### config.mk
export PLATFORM = sky130hd
export DESIGN_NAME = scrb_top
export DESIGN_NICKNAME = d
export VERILOG_FILES = /design/src/pkg/scrb_pkg.sv /design/src/logic/scrb_sync.sv /design/src/logic/scrb_top.sv
export SDC_FILE = /design/constraint.sdc
export NUM_CORES = 1
export LEC_CHECK = 0
export ABC_AREA = 1
export BUFFER_PORTS_ARGS = -buffer_cell sky130_fd_sc_hd__buf_2
export CAP_MARGIN = 40
export CORE_ASPECT_RATIO = 1.75
export CORE_UTILIZATION = 55
export CTS_CLUSTER_DIAMETER = 80
export DETAILED_ROUTE_END_ITERATION = 16
export PLACE_DENSITY = 0.72
export REMOVE_ABC_BUFFERS = 1
export SLEW_MARGIN = 10
export SYNTH_ARGS = -nofsm -noshare
export SYNTH_HDL_FRONTEND = slang
export SYNTH_SLANG_ARGS = --single-unit
### constraint.sdc
create_clock -name clk -period 5.3 [get_ports clk]
set_input_delay 0.53 -clock clk [delete_from_list [all_inputs] [get_ports clk]]
set_output_delay 0.53 -clock clk [all_outputs]
set_load 0.02 [all_outputs]
### src/pkg/scrb_pkg.sv
// Package of the serial configuration register bank: offsets, layouts, resets, timing.
// Assumes a 10 MHz system clock and a 15-bit serial register address.
`default_nettype none

package scrb_pkg;

  // ==========================================================================
  // Serial frame layout
  localparam int              ADDR_W      = 15;
  localparam logic [4:0]      INSTR_LAST  = 5'h0f;
  localparam logic [4:0]      BYTE_LAST   = 5'h07;
  localparam logic [14:0]     ADDR_STEP   = 15'h0001;

  // ==========================================================================
  // Register offsets
  localparam logic [14:0]     OFS_CFG     = 15'h0000;
  localparam logic [14:0]     OFS_MODE    = 15'h0002;
  localparam logic [14:0]     OFS_TYPE    = 15'h0003;
  localparam logic [14:0]     OFS_PART_LO = 15'h0004;
  localparam logic [14:0]     OFS_PART_HI = 15'h0005;
  localparam logic [14:0]     OFS_MAKR_LO = 15'h000c;
  localparam logic [14:0]     OFS_MAKR_HI = 15'h000d;
  localparam logic [14:0]     OFS_USR     = 15'h0010;
  localparam logic [14:0]     OFS_CLKC    = 15'h0029;

  // ==========================================================================
  // Field positions
  localparam int              CFG_SOFT_RST = 7;
  localparam int              CFG_ASCEND   = 5;
  localparam int              CFG_RD_LINE  = 4;
  localparam int              USR_HOLD     = 0;
  localparam int              CLKC_PROC    = 6;
  localparam int              CLKC_RECV    = 5;
  localparam int              CLKC_ZOOM    = 4;
  localparam logic [1:0]      MODE_NORMAL  = 2'h0;
  localparam logic [1:0]      MODE_PDOWN   = 2'h3;

  // ==========================================================================
  // Reset values
  localparam logic [7:0]      CFG_RST     = 8'h30;
  localparam logic [7:0]      MODE_RST    = 8'h00;
  localparam logic [3:0]      TYPE_HI_RST = 4'h0;
  localparam logic [7:0]      USR_RST     = 8'h00;
  localparam logic [7:0]      CLKC_RST    = 8'h00;

  // ==========================================================================
  // Timing: soft reset busy time, longest time so rounded down
  localparam int              CLK_NS       = 100;
  localparam int              SOFT_RST_NS  = 750;
  localparam int              SOFT_RST_CYC = SOFT_RST_NS / CLK_NS;
  localparam logic [3:0]      SOFT_RST_LD  = 4'(SOFT_RST_CYC - 1);

  // ==========================================================================
  // Serial engine states
  typedef enum logic [3:0] {
    ST_IDLE  = 4'h1,
    ST_INSTR = 4'h2,
    ST_DATA  = 4'h4,
    ST_RST   = 4'h8
  } scrb_state_t;

endpackage

`default_nettype wire

### src/logic/scrb_sync.sv
// Two-stage synchroniser for pin inputs, one per bit.
// Assumes the inputs are asynchronous to clk and change slowly against it.
`default_nettype none

module scrb_sync #(
  parameter int W = 1
) (
  // Clock
  input  wire logic         clk,
  // Data
  input  wire logic [W-1:0] din,
  output var  logic [W-1:0] dout
);

  logic [W-1:0] meta_q;

  // ==========================================================================
  // First stage feeds only the second
  always_ff @(posedge clk) begin
    meta_q <= din;
    dout   <= meta_q;
  end

endmodule

`default_nettype wire

### src/logic/scrb_top.sv
// Serial configuration register bank with its serial slave engine.
// Assumes serial clock well below clk/4; pins are sampled through two flip-flops.
`default_nettype none

module scrb_top #(
  parameter logic [3:0]  TYPE_CODE = 4'h5,      // Arbitrary value
  parameter logic [15:0] PART_CODE = 16'h00a5,  // Arbitrary value
  parameter logic [15:0] MAKR_CODE = 16'h005a   // Arbitrary value
) (
  // Clock and reset
  input  wire logic       clk,
  input  wire logic       reset,
  // Serial pins
  input  wire logic       cs_n_pin,
  input  wire logic       sclk_pin,
  input  wire logic       sdi_pin,
  output var  logic       sdo,
  output var  logic       sdo_oe,
  // Device controls
  output logic      [1:0] op_mode,
  output var  logic       power_down,
  output var  logic       chip_reset,
  output logic            alignment_processor_enable,
  output logic            alignment_receiver_enable,
  output logic            alignment_window_zoom,
  output logic      [3:0] alignment_delay_select
);

  // ==========================================================================
  // Pin synchronisers
  logic                  cs_n_s;
  logic                  sclk_s;
  logic                  sdi_s;

  scrb_sync #(.W(3)) u_sync (
    .clk  (clk),
    .din  ({cs_n_pin, sclk_pin, sdi_pin}),
    .dout ({cs_n_s, sclk_s, sdi_s})
  );

  // ==========================================================================
  // State
  scrb_pkg::scrb_state_t state_q, state_d;
  logic            [4:0] bit_q, bit_d;
  logic           [14:0] shift_q, shift_d;
  logic           [14:0] addr_q, addr_d;
  logic                  rw_q, rw_d;
  logic            [7:0] tx_q, tx_d;
  logic                  sdo_d, sdo_oe_d;
  logic                  sclk_q, cs_n_q;
  logic            [3:0] rst_cnt_q, rst_cnt_d;
  logic                  rst_busy_d;
  logic                  pd_d;
  logic            [7:0] cfg_q, cfg_d;
  logic            [7:0] mode_q, mode_d;
  logic            [3:0] type_hi_q, type_hi_d;
  logic            [7:0] usr_q, usr_d;
  logic            [7:0] clkc_q, clkc_d;

  logic                  sclk_rise, sclk_fall, cs_fall;
  logic                  wr_en, byte_done;
  logic            [7:0] wr_data;
  logic           [14:0] next_addr;
  logic           [14:0] instr_addr;

  assign sclk_rise  = sclk_s & ~sclk_q;
  assign sclk_fall  = ~sclk_s & sclk_q;
  assign cs_fall    = cs_n_q & ~cs_n_s;
  assign wr_data    = {shift_q[6:0], sdi_s};
  assign instr_addr = {shift_q[13:0], sdi_s};
  assign byte_done  = (state_q == scrb_pkg::ST_DATA) && !cs_n_s && sclk_rise
                      && (bit_q == scrb_pkg::BYTE_LAST);

  // Streaming address step
  always_comb begin
    if (usr_q[scrb_pkg::USR_HOLD]) begin
      next_addr = addr_q;
    end else if (cfg_q[scrb_pkg::CFG_ASCEND]) begin
      next_addr = addr_q + scrb_pkg::ADDR_STEP;
    end else begin
      next_addr = addr_q - scrb_pkg::ADDR_STEP;
    end
  end

  // ==========================================================================
  // Read data; soft reset bit never reads back set
  function automatic logic [7:0] rd_byte(input logic [14:0] a);
    case (a)
      scrb_pkg::OFS_CFG:     rd_byte = {1'b0, cfg_q[6:5], 1'b1, cfg_q[3:0]};
      scrb_pkg::OFS_MODE:    rd_byte = mode_q;
      scrb_pkg::OFS_TYPE:    rd_byte = {type_hi_q, TYPE_CODE};
      scrb_pkg::OFS_PART_LO: rd_byte = PART_CODE[7:0];
      scrb_pkg::OFS_PART_HI: rd_byte = PART_CODE[15:8];
      scrb_pkg::OFS_MAKR_LO: rd_byte = MAKR_CODE[7:0];
      scrb_pkg::OFS_MAKR_HI: rd_byte = MAKR_CODE[15:8];
      scrb_pkg::OFS_USR:     rd_byte = usr_q;
      scrb_pkg::OFS_CLKC:    rd_byte = clkc_q;
      default:               rd_byte = 8'h00;
    endcase
  endfunction

  // ==========================================================================
  // Next state
  always_comb begin
    state_d   = state_q;
    bit_d     = bit_q;
    shift_d   = shift_q;
    addr_d    = addr_q;
    rw_d      = rw_q;
    tx_d      = tx_q;
    sdo_d     = sdo;
    sdo_oe_d  = 1'b0;
    rst_cnt_d = rst_cnt_q;
    cfg_d     = cfg_q;
    mode_d    = mode_q;
    type_hi_d = type_hi_q;
    usr_d     = usr_q;
    clkc_d    = clkc_q;
    wr_en     = 1'b0;
    case (state_q)
      scrb_pkg::ST_IDLE: begin
        // Only a fresh select starts a frame, so a frame cut by soft reset is dropped
        if (cs_fall) begin
          state_d = scrb_pkg::ST_INSTR;
          bit_d   = 5'h00;
        end
      end
      scrb_pkg::ST_INSTR: begin
        if (cs_n_s) begin
          state_d = scrb_pkg::ST_IDLE;
        end else if (sclk_rise) begin
          shift_d = {shift_q[13:0], sdi_s};
          bit_d   = bit_q + 5'h01;
          if (bit_q == scrb_pkg::INSTR_LAST) begin
            rw_d    = shift_q[14];
            addr_d  = instr_addr;
            tx_d    = rd_byte(instr_addr);
            bit_d   = 5'h00;
            state_d = scrb_pkg::ST_DATA;
          end
        end
      end
      scrb_pkg::ST_DATA: begin
        if (cs_n_s) begin
          state_d = scrb_pkg::ST_IDLE;
        end else begin
          sdo_oe_d = rw_q;
          if (sclk_fall) begin
            sdo_d = tx_q[7];
            tx_d  = {tx_q[6:0], 1'b0};
          end
          if (sclk_rise) begin
            shift_d = {shift_q[13:0], sdi_s};
            bit_d   = bit_q + 5'h01;
          end
          if (byte_done) begin
            bit_d  = 5'h00;
            wr_en  = !rw_q;
            addr_d = next_addr;
            tx_d   = rd_byte(next_addr);
          end
        end
      end
      scrb_pkg::ST_RST: begin
        // Whole bank held at reset values while the device settles
        cfg_d     = scrb_pkg::CFG_RST;
        mode_d    = scrb_pkg::MODE_RST;
        type_hi_d = scrb_pkg::TYPE_HI_RST;
        usr_d     = scrb_pkg::USR_RST;
        clkc_d    = scrb_pkg::CLKC_RST;
        if (rst_cnt_q == 4'h0) begin
          state_d = scrb_pkg::ST_IDLE;
        end else begin
          rst_cnt_d = rst_cnt_q - 4'h1;
        end
      end
      default: begin
        state_d = scrb_pkg::ST_IDLE;
      end
    endcase
    if (wr_en) begin
      case (addr_q)
        scrb_pkg::OFS_CFG: begin
          // Soft reset is not stored; marker forced, so writes cannot clear it
          cfg_d = {1'b0, wr_data[6:5], 1'b1, wr_data[3:0]};
          if (wr_data[scrb_pkg::CFG_SOFT_RST]) begin
            state_d   = scrb_pkg::ST_RST;
            rst_cnt_d = scrb_pkg::SOFT_RST_LD;
          end
        end
        scrb_pkg::OFS_MODE: mode_d    = wr_data;
        scrb_pkg::OFS_TYPE: type_hi_d = wr_data[7:4];
        scrb_pkg::OFS_USR:  usr_d     = wr_data;
        scrb_pkg::OFS_CLKC: clkc_d    = wr_data;
        default: ;
      endcase
    end
    rst_busy_d = (state_d == scrb_pkg::ST_RST);
    pd_d       = (mode_d[1:0] == scrb_pkg::MODE_PDOWN);
  end

  // ==========================================================================
  // Registers
  always_ff @(posedge clk) begin
    if (reset) begin
      state_q    <= scrb_pkg::ST_IDLE;
      bit_q      <= 5'h00;
      shift_q    <= 15'h0000;
      addr_q     <= 15'h0000;
      rw_q       <= 1'b0;
      tx_q       <= 8'h00;
      sdo        <= 1'b0;
      sdo_oe     <= 1'b0;
      sclk_q     <= 1'b0;
      cs_n_q     <= 1'b1;
      rst_cnt_q  <= 4'h0;
      chip_reset <= 1'b0;
      power_down <= 1'b0;
      cfg_q      <= scrb_pkg::CFG_RST;
      mode_q     <= scrb_pkg::MODE_RST;
      type_hi_q  <= scrb_pkg::TYPE_HI_RST;
      usr_q      <= scrb_pkg::USR_RST;
      clkc_q     <= scrb_pkg::CLKC_RST;
    end else begin
      state_q    <= state_d;
      bit_q      <= bit_d;
      shift_q    <= shift_d;
      addr_q     <= addr_d;
      rw_q       <= rw_d;
      tx_q       <= tx_d;
      sdo        <= sdo_d;
      sdo_oe     <= sdo_oe_d;
      sclk_q     <= sclk_s;
      cs_n_q     <= cs_n_s;
      rst_cnt_q  <= rst_cnt_d;
      chip_reset <= rst_busy_d;
      power_down <= pd_d;
      cfg_q      <= cfg_d;
      mode_q     <= mode_d;
      type_hi_q  <= type_hi_d;
      usr_q      <= usr_d;
      clkc_q     <= clkc_d;
    end
  end

  assign op_mode                    = mode_q[1:0];
  assign alignment_processor_enable = clkc_q[scrb_pkg::CLKC_PROC];
  assign alignment_receiver_enable  = clkc_q[scrb_pkg::CLKC_RECV];
  assign alignment_window_zoom      = clkc_q[scrb_pkg::CLKC_ZOOM];
  assign alignment_delay_select     = clkc_q[3:0];

  // ==========================================================================
  // Checks
  // Read views as plain signals, so the checks see sampled values, not a live function
  logic            [7:0] cfg_view;
  logic            [7:0] type_view;
  logic           [15:0] part_view;
  logic           [15:0] makr_view;

  always_comb begin
    cfg_view  = rd_byte(scrb_pkg::OFS_CFG);
    type_view = rd_byte(scrb_pkg::OFS_TYPE);
    part_view = {rd_byte(scrb_pkg::OFS_PART_HI), rd_byte(scrb_pkg::OFS_PART_LO)};
    makr_view = {rd_byte(scrb_pkg::OFS_MAKR_HI), rd_byte(scrb_pkg::OFS_MAKR_LO)};
  end

  a_soft_rst_entry: assert property (@(posedge clk) disable iff (reset)
    wr_en && addr_q == scrb_pkg::OFS_CFG && wr_data[scrb_pkg::CFG_SOFT_RST]
      |=> chip_reset ##1 cfg_q == scrb_pkg::CFG_RST && usr_q == scrb_pkg::USR_RST
          && clkc_q == scrb_pkg::CLKC_RST && mode_q == scrb_pkg::MODE_RST)
    else $error("soft reset did not clear the bank");

  a_soft_rst_len: assert property (@(posedge clk) disable iff (reset)
    $rose(chip_reset) |-> chip_reset [*7] ##1 !chip_reset)
    else $error("soft reset busy time wrong");

  a_rst_read_value: assert property (@(posedge clk) disable iff (reset)
    $fell(chip_reset) |-> cfg_view == scrb_pkg::CFG_RST && !cfg_view[scrb_pkg::CFG_SOFT_RST])
    else $error("configuration does not read 0x30 after reset");

  a_addr_ascend: assert property (@(posedge clk) disable iff (reset)
    byte_done && !usr_q[scrb_pkg::USR_HOLD] && cfg_q[scrb_pkg::CFG_ASCEND]
      |=> addr_q == $past(addr_q) + scrb_pkg::ADDR_STEP)
    else $error("address did not increment");

  a_addr_descend: assert property (@(posedge clk) disable iff (reset)
    byte_done && !usr_q[scrb_pkg::USR_HOLD] && !cfg_q[scrb_pkg::CFG_ASCEND]
      |=> addr_q == $past(addr_q) - scrb_pkg::ADDR_STEP)
    else $error("address did not decrement");

  a_addr_hold: assert property (@(posedge clk) disable iff (reset)
    byte_done && usr_q[scrb_pkg::USR_HOLD] |=> $stable(addr_q))
    else $error("held address moved");

  a_sdo_read_only: assert property (@(posedge clk) disable iff (reset)
    (state_q != scrb_pkg::ST_DATA || !rw_q || cs_n_s) |=> !sdo_oe
      ##0 cfg_view[scrb_pkg::CFG_RD_LINE])
    else $error("sdo driven outside a read or marker low");

  a_pdown_mode: assert property (@(posedge clk) disable iff (reset)
    power_down == (op_mode == scrb_pkg::MODE_PDOWN))
    else $error("power down does not follow mode");

  a_type_fixed: assert property (@(posedge clk) disable iff (reset)
    wr_en && addr_q == scrb_pkg::OFS_TYPE |=> type_view[3:0] == TYPE_CODE)
    else $error("type code changed by a write");

  a_part_fixed: assert property (@(posedge clk) disable iff (reset)
    byte_done |=> part_view == PART_CODE)
    else $error("part identifier wrong");

  a_maker_fixed: assert property (@(posedge clk) disable iff (reset)
    byte_done |=> makr_view == MAKR_CODE)
    else $error("maker identifier wrong");

  a_marker_kept: assert property (@(posedge clk) disable iff (reset)
    wr_en && addr_q == scrb_pkg::OFS_CFG
      |=> cfg_q[scrb_pkg::CFG_RD_LINE] && !cfg_q[scrb_pkg::CFG_SOFT_RST])
    else $error("read-only configuration bits written");

endmodule

`default_nettype wire

Yosys cells after proc, flatten, opt, wreduce, memory -nomap -nowiden
Cells that the tools add are included.
{"block": "op_classes", "n_addsub": 4, "eq_ne": 32, "n_mux": 58, "bitwise": 7, "n_reduce_logical": 19}
{"operator": "2-to-1 mux 8 bit", "n": 18}
{"operator": "one-hot mux 8 bit (7 select lines)", "n": 2}
{"operator": "2-to-1 mux 15 bit", "n": 7}
{"operator": "equality test 15 x 2 -> 1 bit, second input constant", "n": 6}
{"operator": "2-to-1 mux 4 bit", "n": 17}
{"operator": "equality test 15 x 5 -> 1 bit, second input constant", "n": 3}
{"operator": "equality test 15 x 6 -> 1 bit, second input constant", "n": 3}
{"operator": "zero test 15 bit", "n": 3}
{"operator": "2-to-1 mux 5 bit", "n": 7}
{"operator": "equality test 15 x 3 -> 1 bit, second input constant", "n": 2}
{"operator": "equality test 15 x 4 -> 1 bit, second input constant", "n": 2}
{"operator": "one-hot mux 15 bit (2 select lines)", "n": 1}
{"operator": "AND reduction 6 bit", "n": 3}
{"operator": "one-hot mux 4 bit (4 select lines)", "n": 1}
{"operator": "one-hot mux 8 bit (2 select lines)", "n": 1}
{"operator": "adder 15 x 1 -> 15 bit, second input constant", "n": 1}
{"operator": "one-hot mux 5 bit (3 select lines)", "n": 1}
{"operator": "subtractor 15 x 1 -> 15 bit, second input constant", "n": 1}
{"operator": "!= test 2 bit, second input constant", "n": 6}
{"operator": "equality test 4 bit, second input constant", "n": 2}
{"operator": "!= test 3 bit, second input constant", "n": 2}
{"operator": "AND reduction 3 bit", "n": 2}
{"operator": "adder 5 x 1 -> 5 bit, second input constant", "n": 1}
{"operator": "equality test 5 x 3 -> 1 bit, second input constant", "n": 1}
{"operator": "other kinds (17)", "n": 27}
{"block": "totals", "ff_bits": 100, "inputBits": 5}

Longest topological paths before layout
Gate-level depths: netlist of run 1.
{"block": "logic_depth", "word_depth": 9, "mapped_depth": 23}

Modules after synthesis
Synthesis of run 1 repeated with hierarchy kept, for this count alone.
{"block": "unflattened", "cells_unflattened": 942, "hier_area_um2": 6109.6}
{"mod": "scrb_top", "instances": 1, "cells_per_inst": 936, "area_each_um2": 5989.5}
{"mod": "scrb_sync", "instances": 1, "cells_per_inst": 6, "area_each_um2": 120.1}

Worst setup path before layout of run 1
No wires, ideal clock.
{"block": "synth_path", "path_kind": "flip-flop to flip-flop", "startpoint": "register cfg_q[5]", "endpoint": "register tx_q[6]", "setup_ns": 0.066, "t_arrival_ns": 2.494, "required_time_ns": 5.234, "setup_slack_ns": 2.739, "path_stages_with_launch": 19, "n_path_buf": 1, "path_cell_list": "dfxtp_1 inv_1 ha_1 buf_2 nand3_1 nand3_2 nand2_1 nand3_1 nand3_1 nand2_1 nor2_4 nand2_2 nor2_2 nand3_2 nand3_2 nor2_2 nor2_8 nand2_2 a21oi_2"}
{"block": "synth_between", "elab_chain_len": 7, "elab_cells_between_ends": 13, "cone_classes": "eq/ne (6); mux (6); reduce/logical (1)"}
{"element": "start, declared", "line_no": "scrb_top.sv:54", "source": "logic [7:0] cfg_q, cfg_d;"}
{"element": "start signal, assigned", "line_no": "scrb_top.sv:219", "source": "cfg_q <= scrb_pkg::CFG_RST;"}
{"element": "start signal, assigned", "line_no": "scrb_top.sv:238", "source": "cfg_q <= cfg_d;"}
{"element": "2-to-1 mux 15 bit *", "line_no": "scrb_top.sv:78", "source": "end else if (cfg_q[scrb_pkg::CFG_ASCEND]) begin"}
{"element": "2-to-1 mux 15 bit *", "line_no": "scrb_top.sv:76", "source": "if (usr_q[scrb_pkg::USR_HOLD]) begin"}
{"element": "equality test 15 x 6 -> 1 bit, or another cell as far along", "line_no": "scrb_top.sv:88", "source": "case (a)"}
{"element": "one-hot mux 8 bit (7 select lines) *", "line_no": "scrb_top.sv:88"}
{"element": "2-to-1 mux 8 bit *", "line_no": "scrb_top.sv:156", "source": "if (byte_done) begin"}
{"element": "2-to-1 mux 8 bit *", "line_no": "scrb_top.sv:144", "source": "if (cs_n_s) begin"}
{"element": "one-hot mux 8 bit (2 select lines) *", "line_no": "scrb_top.sv:120", "source": "case (state_q)"}
{"element": "end signal, assigned", "line_no": "scrb_top.sv:230", "source": "tx_q <= tx_d;"}
{"element": "end, declared", "line_no": "scrb_top.sv:48", "source": "logic [7:0] tx_q, tx_d;"}
Every way passes the cells marked *; elsewhere a longest branch is shown, timed or not. The select of a mux whose other input is x is not followed.
A chain may end at the register's enable or synchronous reset.

Final worst setup path of run 1
{"block": "layout_path", "startpoint": "register state_q[0]", "endpoint": "register rst_cnt_q[3]"}
{"block": "layout_between", "elab_chain_len": 8, "elab_cells_between_ends": 12, "cone_classes": "eq/ne (2); mux (7); reduce/logical (3)"}
{"element": "start, declared", "line_no": "scrb_top.sv:43", "source": "scrb_pkg::scrb_state_t state_q, state_d;"}
{"element": "start signal, assigned", "line_no": "scrb_top.sv:206", "source": "state_q <= scrb_pkg::ST_IDLE;"}
{"element": "start signal, assigned", "line_no": "scrb_top.sv:225", "source": "state_q <= state_d;"}
{"element": "equality test 4 x 3 -> 1 bit", "line_no": "scrb_top.sv:71, scrb_top.sv:120"}
{"element": "logical AND 1 bit (2 in series)", "line_no": "scrb_top.sv:71", "source": "assign byte_done = (state_q == scrb_pkg::ST_DATA) && !cs_n_s && sclk_rise"}
{"element": "logical AND 1 bit", "line_no": "scrb_top.sv:72", "source": "&& (bit_q == scrb_pkg::BYTE_LAST);"}
{"element": "2-to-1 mux 1 bit", "line_no": "scrb_top.sv:156"}
{"element": "2-to-1 mux 1 bit", "line_no": "scrb_top.sv:144"}
{"element": "2-to-1 mux 1 bit", "line_no": "scrb_top.sv:120"}
{"element": "2-to-1 mux 4 bit *", "line_no": "scrb_top.sv:181", "source": "if (wr_en) begin"}
{"element": "end signal, assigned", "line_no": "scrb_top.sv:235", "source": "rst_cnt_q <= rst_cnt_d;"}
{"element": "end, declared", "line_no": "scrb_top.sv:51", "source": "logic [3:0] rst_cnt_q, rst_cnt_d;"}
Every way passes the cells marked *; elsewhere a longest branch is shown, timed or not.

==> impl_metrics.toml, run 1 <==
[sta]
tightest_slew_ps = 848
fin_crit_ps = 3940
max-slew-margin-rel = 0.434
max_freq_ghz = 0.254
setup_viol = 0
tns_ps = 0
grt_setup_unrepaired = "false"
fin_crit_sh = 0.743
holdWs_ps = 271
hold_viol_final = 0
fin_skew_ps = 11.1
slew_viol_final = 0

[power]
power_density_nw_per_um2 = 217
seqPwrFrac = 0.509
p_leak_nw = 3.03
intPower_mw = 1.09
p_comb_frac = 0.036
pwr-share-clk = 0.455
power_switching_mw = 0.374
irDropWorstVdd_mv = 0.216
sw_frac_of_total = 0.255

[floorplanning]
ioPinCount = 18
core_area_um2 = 11200
dieWidth_um = 83.1
start_util = 0.566
die_h_um = 144
rows = 51
die-area_um2 = 11900

[routing]
maxUsedRoutingLayer = "met4"
drt_iter0_markers = 359
drt_first_pass_iters = 5
vias_per_cell = 5.85
wl_met1_mm = 7.15
drc = 0
avgRoutedWirePerCell_um = 17.1
ant_nets = 0
vias = 6445
wl_met2_mm = 9.87
routed_wl_mm = 18.8
route.met3.wl_um = 752

[setup_path]
cp-startpoint = "state_q[0]$_SDFF_PP1_"
reg2reg_depth = 10
crit_end = "rst_cnt_q[3]$_SDFF_PP0_"
path_cells = "nor2_1 > nand3_1 > clkinv_1 > nand2_1 > nor3_1 > inv_1 > nor2_1 > nand2_1 > inv_1 > nor4_1"
cp-start-kind = "flip-flop"
worst_setup_path_end_kind = "flip-flop"
cp_slowest_cell = "clkinv_1"
required_ps = 5520
worst-r2r-setup-slack_ps = 1360
crit_type = "reg2reg"
r2r-end = "rst_cnt_q[3]$_SDFF_PP0_"
worstPathMaxFanout = 20
critPathArrivalTime_ps = 4150
cpPeakStageDelay_ps = 680
reg2reg_from = "state_q[0]$_SDFF_PP1_"

[clock_tree]
cts-resized-gates = 0
cts_setup_buffers = 0
hold_buffers = 0
numCtsBuffers = 9
cts_max_path_buffers = 2
htreeDepth = 3
cts_tree = "done"
clkSlewWorstSetupHoldPaths_ps = 70
cts_num_sinks = 98
insertion_delay_ps = 360
root_buffer = "clkbuf_16"

[yosys]
synth_top_flop_cell = "dfxtp_1"
ys_async_sr_fraction = 0
ys_types = 43
seq_area_frac_synth = 0.310
yosys_warnings = 0
yosysTopAreaCell = "dfxtp_1"
syn_avg_cell_area_um2 = 6.53
netlist_area_um2 = 6320
yosysTopAreaCellShare = 0.310
synth_enable_flop_cells = 0
ys_top_cells_by_area = "dfxtp_1 (31%), nand2_1 (12%), inv_1 (8.2%)"
netlist_instances = 969
ys_ff_latch = 98

[worst_hold_path]
hp-start = "cs_n_pin"
hold_path_class = "in2reg"

[grt]
grt_pass1_wl_mm = 29.9
grt_usage = 0.319
antenna_found_initial = 0
grt_max_degree = 61
grt_pass1_vias = 6028
overflow = 0

[final_layout]
drive_above_1_share = 0.0845
final_util = 0.604
multi_input_area_um2 = 3630
area.growth.synth_to_final_pct = 6.69
ff_latch_area_um2 = 1960
finalNetCount = 988
postLayoutCellArea_um2 = 6750
fillers = 1141
antenna_cells = 0

[place]
place_congestion = 0.974
postPlaceCellArea_um2 = 6440
dpl.hpwl_mm = 14.0
io_buffers = 17

[flow_run]
drv_cap = 0

[outcome]
status = "finished, final reports clean"
-- through the flow --
| stage | power [mW] | setup slack [ps] | instances |
|---|---|---|---|
| 2_1_floorplan | 0.791 | 2480 | 930 |
| 3_3_place_gp | 0.813 | 1490 | 1085 |
| 3_5_place_dp | 0.815 | 1470 | 1086 |
| 4_1_cts | 1.47 | 1430 | 1102 |
| 5_1_grt | 1.51 | 1070 | 1102 |
| 6_report | 1.47 | 1360 | 1102 |
-- cell usage after synthesis (2+ instances only) --
library cell	instances
o211ai_1	3
nand4_1	20
clkbuf_1	22
nand2_1	203
buf_4	10
clkinv_1	3
buf_6	2
xnor2_1	2
a211oi_1	38
nand3b_1	3
o21ai_1	5
a21oi_1	87
nor2_2	6
inv_1	138
nor2_4	6
ha_1	17
nor4_1	6
a21oi_2	8
nand3_1	68
nor3_1	24
nand2_2	12
o22ai_1	2
o221ai_1	3
a221oi_1	13
dfxtp_1	98
o21ai_0	46
nor4_2	2
nand3_2	5
nor2_1	97
buf_2	3
and2_1	3
xor2_1	3
-- critical path: cells and delay by family (launching register included) --
family	cells	cell delay [ps]
buffers and inverters	3	990
and+or+nand+nor	7	2470
DFF	1	340
-- area by class of cell --
class                           count  area share
Multi-Input combinational cell    690       0.537
Sequential cell                    98       0.291
Inverter                          142      0.0790
Clock buffer                        9      0.0334
Tap cell                          132      0.0245
Timing Repair Buffer               24      0.0234
Clock inverter                      7      0.0117
-- flip-flops by register name, summed over array words and instances, names as in the netlist, 3 cells and up --
name	count
addr_q	15
bit_q	5
cfg_q	6
clkc_q	8
mode_q	8
rst_cnt_q	4
shift_q	15
state_q	4
tx_q	8
type_hi_q	4
u_sync.dout	3
u_sync.meta_q	3
usr_q	8
-- power by group through the flow --
| stage | clock network (mW) | logic [mW] | registers (mW) |
|---|---|---|---|
| 2_1_floorplan | 0 | 0.0294 | 0.762 |
| 5_1_grt | 0.707 | 0.0578 | 0.747 |
| 6_report | 0.667 | 0.0527 | 0.747 |
| 3_5_place_dp | 0 | 0.0517 | 0.764 |
| 4_1_cts | 0.674 | 0.0520 | 0.746 |
| 3_3_place_gp | 0 | 0.0492 | 0.764 |
-- logic make-up after synthesis --
family | after synthesis | share of synthesized area
xor gates and xnor gates | 5 | 0.00693
buffers and inverters | 181 | 0.117
and+or+nand+nor | 458 | 0.331
adders and majority gates | 18 | 0.0368
AOI/OAI and AO/OA | 209 | 0.198
DFF | 98 | 0.310
-- worst min-delay path by stage --
stage,end,slack (ps),cells after the start
after floorplan,u_sync.dout[0]$_DFF_P_,310,0
after detailed placement,u_sync.dout[1]$_DFF_P_,310,0
after global placement,u_sync.dout[0]$_DFF_P_,310,0
after global routing,u_sync.meta_q[2]$_DFF_P_,260,1
after CTS,u_sync.meta_q[2]$_DFF_P_,260,1
final,u_sync.meta_q[2]$_DFF_P_,270,1
-- layer usage --
layer / global-route usage / vias to the layer above
met5: 0 / -
met4: 0.204 / 0
met3: 0.0454 / 75
met2: 0.594 / 193
met1: 0.332 / 2946
li1: - / 3231
-- cells in the final DEF, fill, tap and decap left out, types with 13 or more instances in the layout --
cell type / count
nand2_1: 203
inv_1: 138
dfxtp_1: 98
nor2_1: 97
a21oi_1: 87
nand3_1: 68
o21ai_0: 46
a211oi_1: 38
nor3_1: 24
nand4_1: 20
ha_1: 17
buf_2: 17
a221oi_1: 13
No activity file was read; power rests on OpenSTA's default activity.
==> inputs of run 2 (changes only) <==
==> constraint.sdc (replaced) <==
create_clock -name clk -period 4.1 [get_ports clk]
set_input_delay 0.41 -clock clk [delete_from_list [all_inputs] [get_ports clk]]
set_output_delay 0.41 -clock clk [all_outputs]
set_load 0.02 [all_outputs]
==> run 2 against run 1 <==
Power increased by 35%. Die area unchanged. Clock power increased by 42%. Flip-flop and latch count unchanged. First-iteration DRC count increased by 34%. Sequential power increased by 29%.
==> impl_metrics.toml, run 2 (synthesis results as in run 1) <==
[outcome]
status = "finished, final reports clean"

[setup_path]
cp_slowest_cell = "inv_1"
worst-path-stages = 17
critPathArrivalTime_ps = 3740
path_buf_inv = 2
cpPeakStageDelay_ps = 460
worst_setup_path_end_kind = "flip-flop"
r2r-end = "tx_q[5]$_SDFFE_PP0P_"
critPathTopFamily = "simple AND/OR/NAND/NOR gates"
worst-r2r-setup-slack_ps = 650
cp-start-kind = "flip-flop"
worstPathMaxFanout = 23
reg2reg_from = "cfg_q[5]$_SDFF_PP1_"
required_ps = 4390
path_cells = "inv_1 > ha_1 > nand2_1 > inv_1 > a21oi_1 > nand4_1 > nand3_1 > nand2_1 > nor2_1 > nand2_1 > nor2_4 > o21ai_1 > nand2_1 > nor2_2 > nor2_8 > nand2_2 > a21oi_2"
critPathMostFrequentCell = "nand2_1"
reg2reg_depth = 17
crit_type = "reg2reg"

[worst_hold_path]
hold_depth = 1
hp-start = "sdi_pin"
hold_path_class = "in2reg"
worstHoldEndpoint = "u_sync.meta_q[0]$_DFF_P_"

[final_layout]
finalNetCount = 993
postLayoutCellArea_um2 = 6810
final_cell_mix = "nand2_1 (203), inv_1 (138), dfxtp_1 (98)"
fin_cells = 1107
reg.largest.list = "addr_q: 15 flops, shift_q: 15 flops"
final_common_cell = "nand2_1"
drive_above_1_share = 0.0892
antenna_cells = 0
final_util = 0.610
area.growth.synth_to_final_pct = 7.68

[floorplanning]
die_h_um = 144
core_area_um2 = 11200
dieWidth_um = 83.1
die-area_um2 = 11900
start_util = 0.566
rows = 51
ioPinCount = 18

[sta]
slew_viol_final = 0
fin_crit_sh = 0.841
max_freq_ghz = 0.290
fin_skew_ps = 7.54
tns_ps = 0
finalWorstSetupSlack_ps = 651
grt_setup_unrepaired = "false"
hold_viol_final = 0
fin_crit_ps = 3450
tightest_slew_ps = 860
max-slew-margin-rel = 0.422
setup_viol = 0
holdWs_ps = 153

[clock_tree]
insertion_delay_ps = 350
cts_max_path_buffers = 2
cts_num_sinks = 98
root_buffer = "clkbuf_16"
cts_setup_buffers = 0
hold_buffers = 0
htreeDepth = 3
cts-resized-gates = 0
cts_tree = "done"
numCtsBuffers = 9
clkSlewWorstSetupHoldPaths_ps = 70

[place]
dpl.hpwl_mm = 13.8
io_buffers = 17
dp.cells = 1091
postPlaceCellArea_um2 = 6480
place_ws_ps = 660
place_congestion = 0.974

[routing]
avgRoutedWirePerCell_um = 16.9
drt_iter0_markers = 482
ant_nets = 0
vias = 6472
drc = 0
vias_per_cell = 5.85
routed_wl_mm = 18.7
drt_first_pass_iters = 6

[grt]
grt_pass1_wl_mm = 29.8
grt_usage = 0.317
grt_pass1_vias = 6098
grt_max_degree = 60
overflow = 0
antenna_found_initial = 0

[power]
irDropWorstVdd_mv = 0.309
p_leak_nw = 3.07
power_density_nw_per_um2 = 291
power_mw = 1.98

[flow_run]
drv_cap = 0
[run 2: cell count changes in the layout (fill, tap and decap cells not counted), sizes merged]
cell | previous run | this run
buf | 24 | 29
bufinv | 0 | 2
clkinv | 5 | 4
inv | 144 | 143
[run 2: worst max path at each step]
stage	slack, ps	startpoint	end
after floorplan	1280	state_q[0]$_SDFF_PP1_	bit_q[3]$_SDFFE_PP0P_
after global placement	700	cfg_q[5]$_SDFF_PP1_	tx_q[5]$_SDFFE_PP0P_
after detailed placement	660	cfg_q[5]$_SDFF_PP1_	tx_q[5]$_SDFFE_PP0P_
after CTS	650	cfg_q[5]$_SDFF_PP1_	tx_q[5]$_SDFFE_PP0P_
after global routing	280	cfg_q[5]$_SDFF_PP1_	tx_q[2]$_SDFFE_PP0P_
final	650	cfg_q[5]$_SDFF_PP1_	tx_q[5]$_SDFFE_PP0P_
[run 2: layout make-up]
cell class	instances	area, um^2
repair buffers	29	193
multi-input cells	690	3630
clock inverters	7	106
fillers	1078	4360
inverters	142	533
flip-flops and latches	98	1960
clock buffers	9	225
well taps	132	165
[run 2: power breakdown]
part | leakage (nW) | internal (mW) | switching (mW)
clock | 0.163 | 0.547 | 0.398
sequential | 0.792 | 0.958 | 0.00711
combinational | 2.11 | 0.0184 | 0.0504
total | 3.07 | 1.52 | 0.456
[run 2: metal layers]
| metal | vias to the layer above | part of all wire | GRT usage |
|---|---|---|---|
| met5 | - | 0 | 0 |
| met3 | 85 | 0.049 | 0.0431 |
| met4 | 0 | 0.064 | 0.219 |
| met2 | 224 | 0.50 | 0.579 |
| li1 | 3239 | - | - |
| met1 | 2924 | 0.39 | 0.337 |
==> inputs of run 3 (changes only) <==
--- a/config.mk
+++ b/config.mk
@@ -5,7 +5,7 @@
 export SDC_FILE = /design/constraint.sdc
 export NUM_CORES = 1
 export LEC_CHECK = 0
-export ABC_AREA = 1
+export ABC_AREA = 0
 export BUFFER_PORTS_ARGS = -buffer_cell sky130_fd_sc_hd__buf_2
 export CAP_MARGIN = 40
 export CORE_ASPECT_RATIO = 1.75
==> constraint.sdc (replaced) <==
create_clock -name clk -period 3.3 [get_ports clk]
set_input_delay 0.33 -clock clk [delete_from_list [all_inputs] [get_ports clk]]
set_output_delay 0.33 -clock clk [all_outputs]
set_load 0.02 [all_outputs]
==> run 3 against run 2 <==
The run now ends with negative setup slack left. Combinational power is 19% lower. Utilization is 7.7 points higher. Sequential share of layout area is 3.2 points lower. Clock-buffer cell count stayed put. Critical path depth is 2 lower. Via count is 7.3% higher. Die area is 0.34% higher. Fmax is 4.3% higher. Non-clock buffer count is 102 higher. Final area is 13% higher. Critical endpoint is now tx_q[0]$_SDFFE_PP0P_. Largest cell class unchanged.
==> impl_metrics.toml, run 3 <==
[outcome]
status = "finished, violations left"
violations = "negative setup slack"

[yosys]
synth_top_flop_cell = "dfxtp_1"
yosys_warnings = 0
synth.most_common_cell = "nand2_1"
yosysTopAreaCellShare = 0.309
ys_async_sr_fraction = 0
synthTopCellsByCount = "nand2_1 (118), dfxtp_1 (98), a21oi_1 (94)"
seq_area_frac_synth = 0.309
synth_enable_flop_cells = 0
netlist_area_um2 = 6350
ys_types = 92
ys_ff_latch = 98
yosysTopAreaCell = "dfxtp_1"
syn_avg_cell_area_um2 = 7.58
netlist_instances = 837
ys_top_cells_by_area = "dfxtp_1 (31%), a21oi_1 (7.4%), nand2_1 (7.0%)"

[clock_tree]
htreeDepth = 3
cts_max_path_buffers = 2
clkSlewWorstSetupHoldPaths_ps = 70
root_buffer = "clkbuf_16"
numCtsBuffers = 9
insertion_delay_ps = 350
cts_tree = "done"
hold_buffers = 0
cts_num_sinks = 98

[routing]
avgRoutedWirePerCell_um = 21.6
drt_first_pass_iters = 7
vias = 6946
routed_wl_mm = 22.7
drt_iter0_markers = 666
ant_nets = 0
vias_per_cell = 6.59
drc = 0

[setup_path]
crit_type = "reg2reg"
cp-start-kind = "flip-flop"
required_ps = 3550
critPathArrivalTime_ps = 3550
worst_setup_path_end_kind = "flip-flop"
worstPathMaxFanout = 8

[grt]
grt_pass1_vias = 6789
grt_pass1_wl_mm = 35.1
overflow = 0
antenna_found_initial = 0
grt_max_degree = 37
grt_usage = 0.375

[place]
place_ws_ps = -150
dp.cells = 1027
dpl.hpwl_mm = 17.0
io_buffers = 17
postPlaceCellArea_um2 = 7060
place_congestion = 0.968

[power]
power_density_nw_per_um2 = 298
irDropWorstVdd_mv = 0.323
p_leak_nw = 3.07

[worst_hold_path]
hold_path_class = "in2reg"

[final_layout]
drive_above_1_share = 0.232
final_common_cell = "nand2_1"
final_util = 0.687
fin_cells = 1054
antenna_cells = 0
area.growth.synth_to_final_pct = 20.9
finalNetCount = 941
final_cell_mix = "nand2_1 (118), buf_4 (105), dfxtp_1 (97)"
postLayoutCellArea_um2 = 7670
reg.largest.list = "addr_q: 15 flops, shift_q: 15 flops"
fillers = 950

[sta]
hold_viol_final = 0
slew_viol_final = 0
tightest_slew_ps = 800
grt_setup_unrepaired = "true"
finalWorstSetupSlack_ps = -5.54
tns_ps = -5.54
fin_crit_ps = 3310
max_freq_ghz = 0.303
max-slew-margin-rel = 0.463
fin_skew_ps = 9.23
fin_crit_sh = 1.00
setup_viol = 1

[floorplanning]
dieWidth_um = 83.2
core_area_um2 = 11200
die-area_um2 = 12000
ioPinCount = 18
start_util = 0.568
die_h_um = 144
rows = 51

[flow_run]
drv_cap = 0
-- run 3: final cells by class --
class                           instances  area [um^2]  area share
Inverter                               16         65.1     0.00848
Clock buffer                            9          225      0.0293
Timing Repair Buffer                  131         1000       0.131
Multi-Input combinational cell        662         4190       0.546
Tap cell                              132          165      0.0215
Sequential cell                        98         1960       0.256
Clock inverter                          6         62.6     0.00815
-- run 3: per-layer routing --
metal | GRT usage | part of all wire | up-vias
met5 | 0 | 0 | -
met4 | 0.284 | 0.083 | 0
met3 | 0.0531 | 0.049 | 130
met2 | 0.698 | 0.51 | 304
met1 | 0.374 | 0.35 | 3280
li1 | - | - | 3232
-- run 3: stage by stage --
stage	hold WS, ps	power [mW]
after global placement	310	1.27
after CTS	66.1	2.29
after floorplan	310	1.24
after global routing	71.5	2.34
final	71.0	2.28
after detailed placement	316	1.28
-- run 3: logic make-up (layout without fill, tap and decap cells) --
logic type	count (synthesis)	count (layout)	share of synthesized area
simple gates	391	391	0.307
compound gates	237	237	0.259
flops	98	98	0.309
buf+inv	77	162	0.0635
fa+ha+maj	18	18	0.0367
mux	12	12	0.0199
xor+xnor	4	4	0.00552
-- run 3: power breakdown --
| group | leakage, nW | switching (mW) | internal (mW) |
|---|---|---|---|
| combinational | 2.13 | 0.0395 | 0.0163 |
| sequential | 0.792 | 0.00727 | 1.19 |
| clock | 0.141 | 0.506 | 0.528 |
| total | 3.07 | 0.552 | 1.73 |
-- run 3: worst paths after layout --
path                                    to                      from  slack (ps)  cells after the start
hold / removal    u_sync.meta_q[1]$_DFF_P_                  sclk_pin          70                      1
setup reg to reg      tx_q[0]$_SDFFE_PP0P_       cfg_q[5]$_SDFF_PP1_          -6                     15
hold reg to reg     u_sync.dout[1]$_DFF_P_  u_sync.meta_q[1]$_DFF_P_         330                      0
setup / recovery      tx_q[0]$_SDFFE_PP0P_       cfg_q[5]$_SDFF_PP1_          -6                     15
-- run 3: worst max-delay path, cell delays in order, from the launching register on --
cell,delay (ps)
dfxtp_2,340
inv_2,60
buf_6,140
ha_1,300
buf_4,150
and2_1,180
nand4_1,170
o21bai_1,270
or3_1,140
o211ai_1,160
nor4_4,410
buf_12,170
o311ai_4,110
buf_12,170
nor2b_1,140
a2111oi_2,290
-- run 3: repair_timing --
action	CTS	global route
gates cloned	0	2
pin swaps	6	15
gates resized for setup	16	26
endpoints found under the setup margin	8	8
setup buffers	4	5
